`src/rtl/sdf_consts.svh`:
```
// constants for the decimation filter selector
`ifndef SDF_CONSTS_SVH
`define SDF_CONSTS_SVH

`define SDF_TYPE_W 4
`define SDF_RATE_W 11
`define SDF_SETUPS 8
`define SDF_SEL_W 3
`define SDF_ACC_W 64
`define SDF_CNT_W 17
`define SDF_ORD_W 3

`define SDF_DEF_TYPE 4'h2
`define SDF_DEF_RATE 11'h001
`define SDF_SINC4_MAX 11'h00a
`define SDF_DEC_SHIFT 5
`define SDF_POST1_CYC 17'h00b80
`define SDF_POST2_CYC 17'h00c80
`define SDF_POST3_CYC 17'h00f80
`define SDF_POST4_CYC 17'h01280
`define SDF_REJ_NUM 20'h00005
`define SDF_REJ_DEN 20'h00006
`define SDF_ORDER3 3'h3
`define SDF_ORDER4 3'h4
`define SDF_AVG_LAST 3'h7
`define SDF_AVG_SHIFT 3
`define SDF_FIFO_DEPTH 16

`endif

```
`src/rtl/sdf_pkg.sv`:
```
// types shared by the filter selector and its output buffer
`default_nettype none
`include "sdf_consts.svh"
package sdf_pkg;

  typedef enum logic [`SDF_TYPE_W-1:0] {
    FT_SINC4 = 4'h0,
    FT_SINC4_AVG = 4'h1,
    FT_SINC3 = 4'h2,
    FT_SINC3_REJ = 4'h3,
    FT_SINC3_AVG = 4'h4,
    FT_POST1 = 4'h5,
    FT_POST2 = 4'h6,
    FT_POST3 = 4'h7,
    FT_POST4 = 4'h8
  } sdf_ftype_t;

  typedef struct packed {
    logic [`SDF_TYPE_W-1:0] ftype;
    logic [`SDF_RATE_W-1:0] filterRateWord;
  } sdf_cfg_t;

  typedef struct packed {
    logic [`SDF_SEL_W-1:0] setup;
    logic [`SDF_TYPE_W-1:0] ftype;
    logic [`SDF_ACC_W-1:0] data;
  } sdf_sample_t;

endpackage
`default_nettype wire

```
`src/rtl/sdf_fifo.sv`:
```
// flop-based sample fifo with valid/ready on both sides
`default_nettype none
module sdf_fifo
  import sdf_pkg::*;
#(
  parameter int WIDTH = 8,
  parameter int DEPTH = 16
) (
  input wire logic core_clk,
  input wire logic rst,
  input wire logic inValid,
  output logic inReady,
  input wire logic [WIDTH-1:0] inData,
  output logic outValid,
  input wire logic outReady,
  output logic [WIDTH-1:0] outData
);
  localparam int AW = $clog2(DEPTH);

  logic [WIDTH-1:0] memReg [DEPTH];
  logic [WIDTH-1:0] memNext [DEPTH];
  logic [AW:0] wrReg, wrNext, rdReg, rdNext;
  logic push, pop;

  assign inReady = (wrReg - rdReg) != (AW + 1)'(DEPTH);
  assign outValid = wrReg != rdReg;
  assign outData = memReg[rdReg[AW-1:0]];
  assign push = inValid && inReady;
  assign pop = outValid && outReady;

  always_comb begin
    memNext = memReg;
    wrNext = wrReg;
    rdNext = rdReg;
    if (push) begin
      memNext[wrReg[AW-1:0]] = inData;
      wrNext = wrReg + 1'b1;
    end
    if (pop) begin
      rdNext = rdReg + 1'b1;
    end
  end

  always_ff @(posedge core_clk) begin
    memReg <= memNext;
    if (rst) begin
      wrReg <= '0;
      rdReg <= '0;
    end else begin
      wrReg <= wrNext;
      rdReg <= rdNext;
    end
  end
endmodule
`default_nettype wire

```
`src/rtl/sdf_filter_select.sv`:
```
// per-setup decimation filter selection and sinc/averaging/post filter chain
// How it works
// - after reset every setup selects filter type 0010, standalone sinc3
// - each setup's filter-type field picks the chain used when converting that setup
// - type 0000 is standalone sinc4; rate word 1 to 10, above 10 treated as 10
// - type 0001 is sinc4 plus average-by-8; rate word clamped to 10
// - type 0010 sinc3 accepts the full rate word range 1 to 2047
// - type 0011 adds a notch at six fifths of the main notch
// - types 0101 to 1000 are post filters; rate word ignored
// - post filters run at 2944, 3200, 3968, 4736 modulator ticks after sinc3
// - all other types take their output rate from the rate word
// - standalone sinc3/sinc4 decimate by 32 times the rate word
// - averaging modes sum eight consecutive sinc outputs
// - averaging modes need no extra settling on the first conversion
// - settled conversion takes 32 times rate word modulator ticks (256 times in averaging modes), post1 2944
`default_nettype none
`include "sdf_consts.svh"
module sdf_filter_select
  import sdf_pkg::*;
(
  input wire logic core_clk,
  input wire logic rst,
  input wire logic cfgWrite,
  input wire logic [`SDF_SEL_W-1:0] cfgSetup,
  input wire sdf_cfg_t cfgData,
  input wire logic convRun,
  input wire logic [`SDF_SEL_W-1:0] runSetup,
  input wire logic modBit,
  input wire logic modValid,
  output logic modReady,
  output logic smpValid,
  input wire logic smpReady,
  output sdf_sample_t smpData,
  output logic settled
);

  typedef enum logic [1:0] {
    ST_IDLE = 2'b00,
    ST_SETTLE = 2'b01,
    ST_RUN = 2'b10
  } sdf_state_t;

  function automatic logic isSinc4(input logic [`SDF_TYPE_W-1:0] t);
    return t == FT_SINC4 || t == FT_SINC4_AVG;
  endfunction

  function automatic logic isAvg(input logic [`SDF_TYPE_W-1:0] t);
    return t == FT_SINC4_AVG || t == FT_SINC3_AVG;
  endfunction

  function automatic logic [`SDF_ORD_W-1:0] order(input logic [`SDF_TYPE_W-1:0] t);
    return isSinc4(t) ? `SDF_ORDER4 : `SDF_ORDER3;
  endfunction

  // decimation length in modulator ticks
  function automatic logic [`SDF_CNT_W-1:0] decimLimit(input sdf_cfg_t c);
    logic [`SDF_RATE_W-1:0] r;
    r = (c.filterRateWord == '0) ? `SDF_DEF_RATE : c.filterRateWord;
    if (isSinc4(c.ftype) && r > `SDF_SINC4_MAX) begin
      r = `SDF_SINC4_MAX;
    end
    case (c.ftype)
      FT_POST1: decimLimit = `SDF_POST1_CYC;
      FT_POST2: decimLimit = `SDF_POST2_CYC;
      FT_POST3: decimLimit = `SDF_POST3_CYC;
      FT_POST4: decimLimit = `SDF_POST4_CYC;
      default: decimLimit = `SDF_CNT_W'(r) << `SDF_DEC_SHIFT;
    endcase
  endfunction

  // tick index at which the extra-notch boxcar starts
  function automatic logic [`SDF_CNT_W-1:0] notchStart(input logic [`SDF_CNT_W-1:0] lim);
    logic [19:0] len;
    len = (20'(lim) * `SDF_REJ_NUM) / `SDF_REJ_DEN;
    return lim - `SDF_CNT_W'(len) - 1'b1;
  endfunction

  sdf_cfg_t cfgReg [`SDF_SETUPS];
  sdf_cfg_t cfgNext [`SDF_SETUPS];
  sdf_cfg_t actReg, actNext, cfgSel;
  sdf_state_t stReg, stNext;
  logic runReg;
  logic [`SDF_SEL_W-1:0] setupReg, setupNext;
  logic [`SDF_CNT_W-1:0] limReg, limNext, capReg, capNext, bitCntReg, bitCntNext;
  logic [`SDF_ORD_W-1:0] perReg, perNext;
  logic [2:0] avgCntReg, avgCntNext;
  logic [`SDF_ACC_W+2:0] avgSumReg, avgSumNext;
  logic [`SDF_ACC_W-1:0] integReg [4];
  logic [`SDF_ACC_W-1:0] integNext [4];
  logic [`SDF_ACC_W-1:0] combReg [4];
  logic [`SDF_ACC_W-1:0] combNext [4];
  logic [`SDF_ACC_W-1:0] capValReg, capValNext, tap, diffVal;
  logic [`SDF_ACC_W+2:0] sumNow;
  sdf_sample_t outReg, outNext;
  logic pendReg, pendNext;
  logic restart, accept, dec, emit, fifoInReady;

  assign cfgSel = (cfgWrite && cfgSetup == runSetup) ? cfgData : cfgReg[runSetup];
  // new conversion on start, setup change or rewrite of the active setup
  assign restart = convRun && (!runReg || runSetup != setupReg || (cfgWrite && cfgSetup == runSetup));
  assign accept = stReg != ST_IDLE && !restart && convRun && modValid && !pendReg;
  assign modReady = !pendReg;
  assign settled = stReg == ST_RUN;

  always_comb begin
    cfgNext = cfgReg;
    actNext = actReg;
    stNext = stReg;
    setupNext = setupReg;
    limNext = limReg;
    capNext = capReg;
    bitCntNext = bitCntReg;
    perNext = perReg;
    avgCntNext = avgCntReg;
    avgSumNext = avgSumReg;
    integNext = integReg;
    combNext = combReg;
    capValNext = capValReg;
    outNext = outReg;
    pendNext = pendReg;
    dec = 1'b0;
    emit = 1'b0;
    tap = '0;
    diffVal = '0;
    sumNow = '0;
    if (cfgWrite) begin
      cfgNext[cfgSetup] = cfgData;
    end
    if (pendReg && fifoInReady) begin
      pendNext = 1'b0;
    end
    if (!convRun) begin
      stNext = ST_IDLE;
    end else if (restart) begin
      actNext = cfgSel;
      setupNext = runSetup;
      limNext = decimLimit(cfgSel);
      capNext = notchStart(decimLimit(cfgSel));
      bitCntNext = '0;
      perNext = '0;
      avgCntNext = '0;
      avgSumNext = '0;
      capValNext = '0;
      for (int k = 0; k < 4; k++) begin
        integNext[k] = '0;
        combNext[k] = '0;
      end
      // averaging starts emitting without a settling phase
      stNext = isAvg(cfgSel.ftype) ? ST_RUN : ST_SETTLE;
    end else if (accept) begin
      integNext[0] = integReg[0] + `SDF_ACC_W'(modBit);
      for (int k = 1; k < 4; k++) begin
        integNext[k] = integReg[k] + integNext[k-1];
      end
      if (bitCntReg == capReg) begin
        capValNext = integNext[3];
      end
      if (bitCntReg == limReg - 1'b1) begin
        bitCntNext = '0;
        dec = 1'b1;
        if (isSinc4(actReg.ftype)) begin
          tap = integNext[3];
        end else if (actReg.ftype == FT_SINC3_REJ) begin
          tap = integNext[3] - capValReg;
        end else begin
          tap = integNext[2];
        end
        diffVal = tap;
        for (int k = 0; k < 4; k++) begin
          if (k < int'(order(actReg.ftype))) begin
            combNext[k] = diffVal;
            diffVal = diffVal - combReg[k];
          end
        end
        if (isAvg(actReg.ftype)) begin
          sumNow = avgSumReg + (`SDF_ACC_W + 3)'(diffVal);
          avgCntNext = avgCntReg + 1'b1;
          if (avgCntReg == `SDF_AVG_LAST) begin
            emit = 1'b1;
            avgSumNext = '0;
            diffVal = `SDF_ACC_W'(sumNow >> `SDF_AVG_SHIFT);
          end else begin
            avgSumNext = sumNow;
          end
        end else if (stReg == ST_SETTLE) begin
          if (perReg == order(actReg.ftype) - 1'b1) begin
            emit = 1'b1;
            stNext = ST_RUN;
          end else begin
            perNext = perReg + 1'b1;
          end
        end else begin
          emit = 1'b1;
        end
        if (emit) begin
          outNext.setup = setupReg;
          outNext.ftype = actReg.ftype;
          outNext.data = diffVal;
          pendNext = 1'b1;
        end
      end else begin
        bitCntNext = bitCntReg + 1'b1;
      end
    end
  end

  always_ff @(posedge core_clk) begin
    if (rst) begin
      for (int k = 0; k < `SDF_SETUPS; k++) begin
        cfgReg[k] <= '{ftype: `SDF_DEF_TYPE, filterRateWord: `SDF_DEF_RATE};
      end
      actReg <= '{ftype: `SDF_DEF_TYPE, filterRateWord: `SDF_DEF_RATE};
      stReg <= ST_IDLE;
      runReg <= 1'b0;
      setupReg <= '0;
      limReg <= '0;
      capReg <= '0;
      bitCntReg <= '0;
      perReg <= '0;
      avgCntReg <= '0;
      avgSumReg <= '0;
      for (int k = 0; k < 4; k++) begin
        integReg[k] <= '0;
        combReg[k] <= '0;
      end
      capValReg <= '0;
      outReg <= '0;
      pendReg <= 1'b0;
    end else begin
      cfgReg <= cfgNext;
      actReg <= actNext;
      stReg <= stNext;
      runReg <= convRun;
      setupReg <= setupNext;
      limReg <= limNext;
      capReg <= capNext;
      bitCntReg <= bitCntNext;
      perReg <= perNext;
      avgCntReg <= avgCntNext;
      avgSumReg <= avgSumNext;
      integReg <= integNext;
      combReg <= combNext;
      capValReg <= capValNext;
      outReg <= outNext;
      pendReg <= pendNext;
    end
  end

  sdf_fifo #(
    .WIDTH($bits(sdf_sample_t)),
    .DEPTH(`SDF_FIFO_DEPTH)
  ) u_fifo (
    .core_clk(core_clk),
    .rst(rst),
    .inValid(pendReg),
    .inReady(fifoInReady),
    .inData(outReg),
    .outValid(smpValid),
    .outReady(smpReady),
    .outData(smpData)
  );

  // checking helpers
  logic allDefault;
  logic [3:0] decSinceEmit;
  always_comb begin
    allDefault = 1'b1;
    for (int k = 0; k < `SDF_SETUPS; k++) begin
      if (cfgReg[k].ftype != FT_SINC3 || cfgReg[k].filterRateWord != `SDF_DEF_RATE) begin
        allDefault = 1'b0;
      end
    end
  end
  always_ff @(posedge core_clk) begin
    if (rst || restart || emit) begin
      decSinceEmit <= '0;
    end else if (dec) begin
      decSinceEmit <= decSinceEmit + 1'b1;
    end
  end
endmodule
`default_nettype wire

```
`config.mk`:
```
export PLATFORM = sky130hd
export DESIGN_NAME = sdf_filter_select
export DESIGN_NICKNAME = d
export VERILOG_FILES = /design/src/rtl/sdf_pkg.sv /design/src/rtl/sdf_fifo.sv /design/src/rtl/sdf_filter_select.sv
export VERILOG_INCLUDE_DIRS = /design/src /design/src/rtl
export SDC_FILE = /design/constraint.sdc
export NUM_CORES = 2
export LEC_CHECK = 0
export BUFFER_PORTS_ARGS = -buffer_cell sky130_fd_sc_hd__clkbuf_2
export CORE_MARGIN = 8
export CORE_UTILIZATION = 45
export CTS_CLUSTER_DIAMETER = 150
export CTS_CLUSTER_SIZE = 40
export DETAILED_ROUTE_END_ITERATION = 8
export PLACE_DENSITY = 0.71
export SYNTH_ARGS = -nofsm -noshare
export SYNTH_HDL_FRONTEND = slang
export SYNTH_SLANG_ARGS = --single-unit
export TNS_END_PERCENT = 10
```
`constraint.sdc`:
```
create_clock -name core_clk -period 52.1 [get_ports core_clk]
set_input_delay 5.21 -clock core_clk [delete_from_list [all_inputs] [get_ports core_clk]]
set_output_delay 5.21 -clock core_clk [all_outputs]
set_load 0.02 [all_outputs]
```
==> results by stage <==
Global route:
- For met2 alone, demand over resource in global routing was 0.342.
- The global-route track usage on met3 is 0.0196.
- The number of global-route vias before repair is between 70,000 and 80,000.
- The maximum number of pins on one net before global-route repair is 161.
- The most crowded layer after global routing is met2.
- The first-pass GRT wire length is between 400 and 500 mm.
- The initial antenna violation count is 2.
- Across every metal layer, demand over resource in global routing totals 0.202.
- The met1 track utilization from global routing is 0.279.
- Summed over all layers, the global routing overflow is 0.

Power and ir drop:
- Of the total power, the clock network draws 0.119.
- In this run the power density over the cells is roughly 50 nW/µm².
- The internal power of the cells totals 3.17 mW.
- The maximum ir drop on the vdd rail is roughly 0.08 mV.
- The switching power is ~2.5 mW.
- Total power for the finished layout comes to ~5.7 mW.
- The share of total power dissipated in sequential elements is 0.296.
- The reported leakage power is just under 40 nW.
- The portion of total power attributed to combinational logic is 0.584.
- Of the total power, the share spent switching nets is 0.445.

Setup path:
- Of all nets on the critical path, the largest fanout is 5.
- In this design, the critical path's most frequently occurring cell is a21oi_1.
- The data arrival time of the worst path is ~26,000 ps.
- The start-to-end type of the worst setup path is primary input to flip-flop.
- The delay contributed by the slowest stage of the critical path is 860 ps.
- On the critical path, the stage with the largest delay is an instance of a2111oi_0.
- Data on the critical path is required at its endpoint by ~53,000 ps.
- The critical path endpoint category is a flip-flop.
- The critical path launch point type is a primary input.

Run status:
- The run finished with clean final reports.

Logic synthesis:
- The number of flops mapped to enable cells by yosys is 1,136.
- The synthesized netlist cell count is 10,396.
- The cell taking the most area after synthesis is edfxtp_1.
- Of the total synthesized cell area, the portion taken by XOR and XNOR cells is 0.0534.
- The main flop type after synthesis is edfxtp_1.
- The complex-gate fraction of the synthesized area came to 0.153.
- A synthesized cell averages roughly 11 µm².
- The share of synthesized cell area in and, or, nand and nor gates is 0.119.
- The share of synthesized registers carrying an async set or reset is 0.
- The post-synthesis instance area is around 110,000 µm².
- The share of synthesized area in the top cell type comes to 0.311.
- The unique cell type count in the Yosys netlist is 97.
- During synthesis, Yosys emitted a total of 0 warnings.
- Synthesis inferred slightly above 2,000 register bits.
- By instance count, the leading cell after synthesis is edfxtp_1.
- Counting instances in the post-synthesis netlist gives the leading cell types as edfxtp_1 (1,136), nor2_1 (1,067), nand2_1 (1,011), dfxtp_1 (906), a21oi_1 (771).
- By area, the combinational part of the netlist is dominated by compound AO/OA/AOI/OAI gates.
- The multiplexer area fraction after synthesis is 0.0916.
- After synthesis, the cell types taking the most area are edfxtp_1 (31%), dfxtp_1 (17%), mux4_2 (7.9%).
- Of the total synthesized cell area, the portion taken by full adders, half adders and majority gates is 0.0725.
- Counting every net in the synthesized netlist gives about 11,000.
- The share of the Yosys chip area taken by registers is 0.477.

Floorplanning:
- The die covers between 200,000 and 300,000 µm².
- The core footprint is 243,000 µm².
- The total number of placement rows is 181.
- The floorplan step set the die height to around 500 µm.
- The total I/O pin count is approximately 100.
- From left edge to right edge, the die measures 509 µm.
- The initial utilization of the core area, before any placement, comes to 0.451.

STA:
- The normalized max-slew margin is 0.123.
- The post-route clock skew is between 70 and 80 ps.
- The setup violation total in the final timing report is 0.
- Setup repair after global routing left no endpoint under its margin.
- The final number of hold-violating endpoints is 0.
- The timing-limited maximum frequency is between 40 and 50 MHz.
- The slew of the pin with the lowest slew margin is around 1300 ps.
- The number of pins exceeding their max-slew limit in the final report was 0.
- The setup total negative slack is 0 ps.
- Of the available clock period, the critical path in the final layout requires 0.478.
- The final critical delay including setup and external delays is about 25,000 ps.

Clocking:
- Clock tree synthesis inserted a total of 57 buffers.
- The clock latency on the worst-skew pair is approximately 800 ps.
- CTS saw 2,042 sinks.
- The number of cells upsized or downsized after cts is 0.
- TritonCTS built the clock tree.
- In this run the post-CTS setup repair buffer count came out at 0.
- The quantity of hold-fixing buffers added after cts is 0.
- The H-tree depth is 2.
- The maximum root-to-sink buffer count is 3.
- Clock-pin slew was measured on the worst setup and hold paths at 150 ps.
- The clock tree root driver cell is clkbuf_16.

Cells and area:
- The synthesis-to-layout area growth is 4.89%.
- Of the cells placed in the final design, the portion with a size suffix greater than 1 is 0.0766.
- At the end of the flow, the number of nets in the layout was between 10,000 and 15,000.
- The count of filler cells inserted in the layout is between 20,000 and 25,000.

Placement:
- In this run the tool buffered the top-level ports with 101 buffer cells.
- The congestion estimate from routability-driven global placement came to approximately 0.91.
- The detailed-placement wirelength estimate is 186 mm.

Routing:
- For this block, the initial DRC count from the detailed router was between 7,000 and 8,000.
- Dividing the detail-routed wire length by the instance count gives roughly 20 µm.
- Once detail routing completed, the nets flagged for antenna violations numbered 0.
- The wire length after detailed routing is 275 mm.
- After detailed routing, the number of vias per cell comes to between 5 and 6.
- The first detailed-routing pass took 6 iterations.
- The number of remaining DRC errors is 0.
- The total via count after detailed routing is a little under 80,000.

Job:
- Max-cap violations in this run came to 0.

Worst hold path:
- The min-delay analysis places its worst path in the category flip-flop to flip-flop.
-- sequential cells by signal, indices dropped and copies added, names as in the netlist --
register       count
pendReg            1
avgCntReg          3
avgSumReg         67
stReg              2
u_fifo.memReg   1136
limReg            11
actReg             4
perReg             3
setupReg           3
u_fifo.wrReg       5
u_fifo.rdReg       5
integReg         256
capReg            17
capValReg         64
cfgReg           120
outReg            71
runReg             1
bitCntReg         17
combReg          256
-- layout make-up --
cell class              instances  area, µm²  area share
clock inverters                 7        128     0.00111
repair buffers                193       1240      0.0108
inverters                     513       1930      0.0168
flip-flops and latches       2042      52300       0.455
well taps                    3202       4010      0.0349
clock buffers                  88       1540      0.0134
diodes                          1       2.50   0.0000218
multi-input cells            7368      53800       0.468
-- layout by cell type (no fill, tap or decap), drive strengths merged, types with 33 or more instances in the layout --
| cell | instances |
|---|---|
| inv | 513 |
| a22o | 33 |
| nand2b | 89 |
| a211oi | 97 |
| nand4 | 72 |
| o211ai | 44 |
| mux4 | 386 |
| or3 | 48 |
| o21ai | 500 |
| a21o | 245 |
| clkbuf | 188 |
| buf | 93 |
| xor2 | 212 |
| o21a | 108 |
| nand3b | 33 |
| ha | 617 |
| edfxtp | 1136 |
| a21oi | 774 |
| a31oi | 84 |
| nand2 | 1013 |
| nand3 | 150 |
| dfxtp | 906 |
| nor2 | 1067 |
| xnor2 | 451 |
| and2 | 47 |
| mux2i | 112 |
| a22oi | 388 |
| and3 | 85 |
| o21bai | 81 |
| nor3 | 162 |
| or2 | 42 |
| nor2b | 68 |
-- power by group through the flow --
| stage | Combinational [mW] | Clock, mW | Sequential, mW |
|---|---|---|---|
| after floorplan | 2.45 | 0 | 1.73 |
| after global placement | 3.20 | 0 | 1.73 |
| after detailed placement | 3.27 | 0 | 1.73 |
| after CTS | 3.28 | 0.697 | 1.69 |
| after global routing | 3.65 | 0.747 | 1.69 |
| final | 3.34 | 0.682 | 1.69 |
-- stage by stage --
step / hold slack (ps) / setup slack (ps) / util / std cells / instance area [µm²]
3_5_place_dp: 442 / 26770 / 0.467 / 13318 / 113000
6_report: 460 / 27200 / 0.473 / 13414 / 115000
4_1_cts: 463 / 27470 / 0.473 / 13413 / 115000
2_1_floorplan: 425 / 29880 / - / 10396 / 110000
3_3_place_gp: 435 / 26790 / 0.467 / 13318 / 113000
5_1_grt: 475 / 25180 / 0.473 / 13414 / 115000
-- kinds of logic after synthesis --
group                    after synthesis
AND/OR/NAND/NOR                     2950
AO/OA/AOI/OAI                       2609
multiplexers                         516
adder cells (fa/ha/maj)              628
flip-flops                          2042
buffers and inverters                986
XOR/XNOR                             665
-- final timing paths --
path,from,to,slack (ps),cells past startpoint
max reg2reg,integReg[192],outReg[62],31570,95
min reg2reg,combReg[153],combReg[153],460,2
min,combReg[153],combReg[153],460,2
max,modBit,outReg[62],27200,96
-- critical path: cells and delay by family --
family          cells  cell delay (ps)
xor+xnor            9             1730
compound gates     57            12290
simple gates       17             2370
fa+ha+maj          11             3760
buf+inv             2              240
-- routing by layer --
metal	wire, µm	up-vias
li1	-	37538
met5	13	-
met4	7300	2
met3	17200	316
met2	130000	2686
met1	120000	39012
Power figures use the tool's default switching activity.
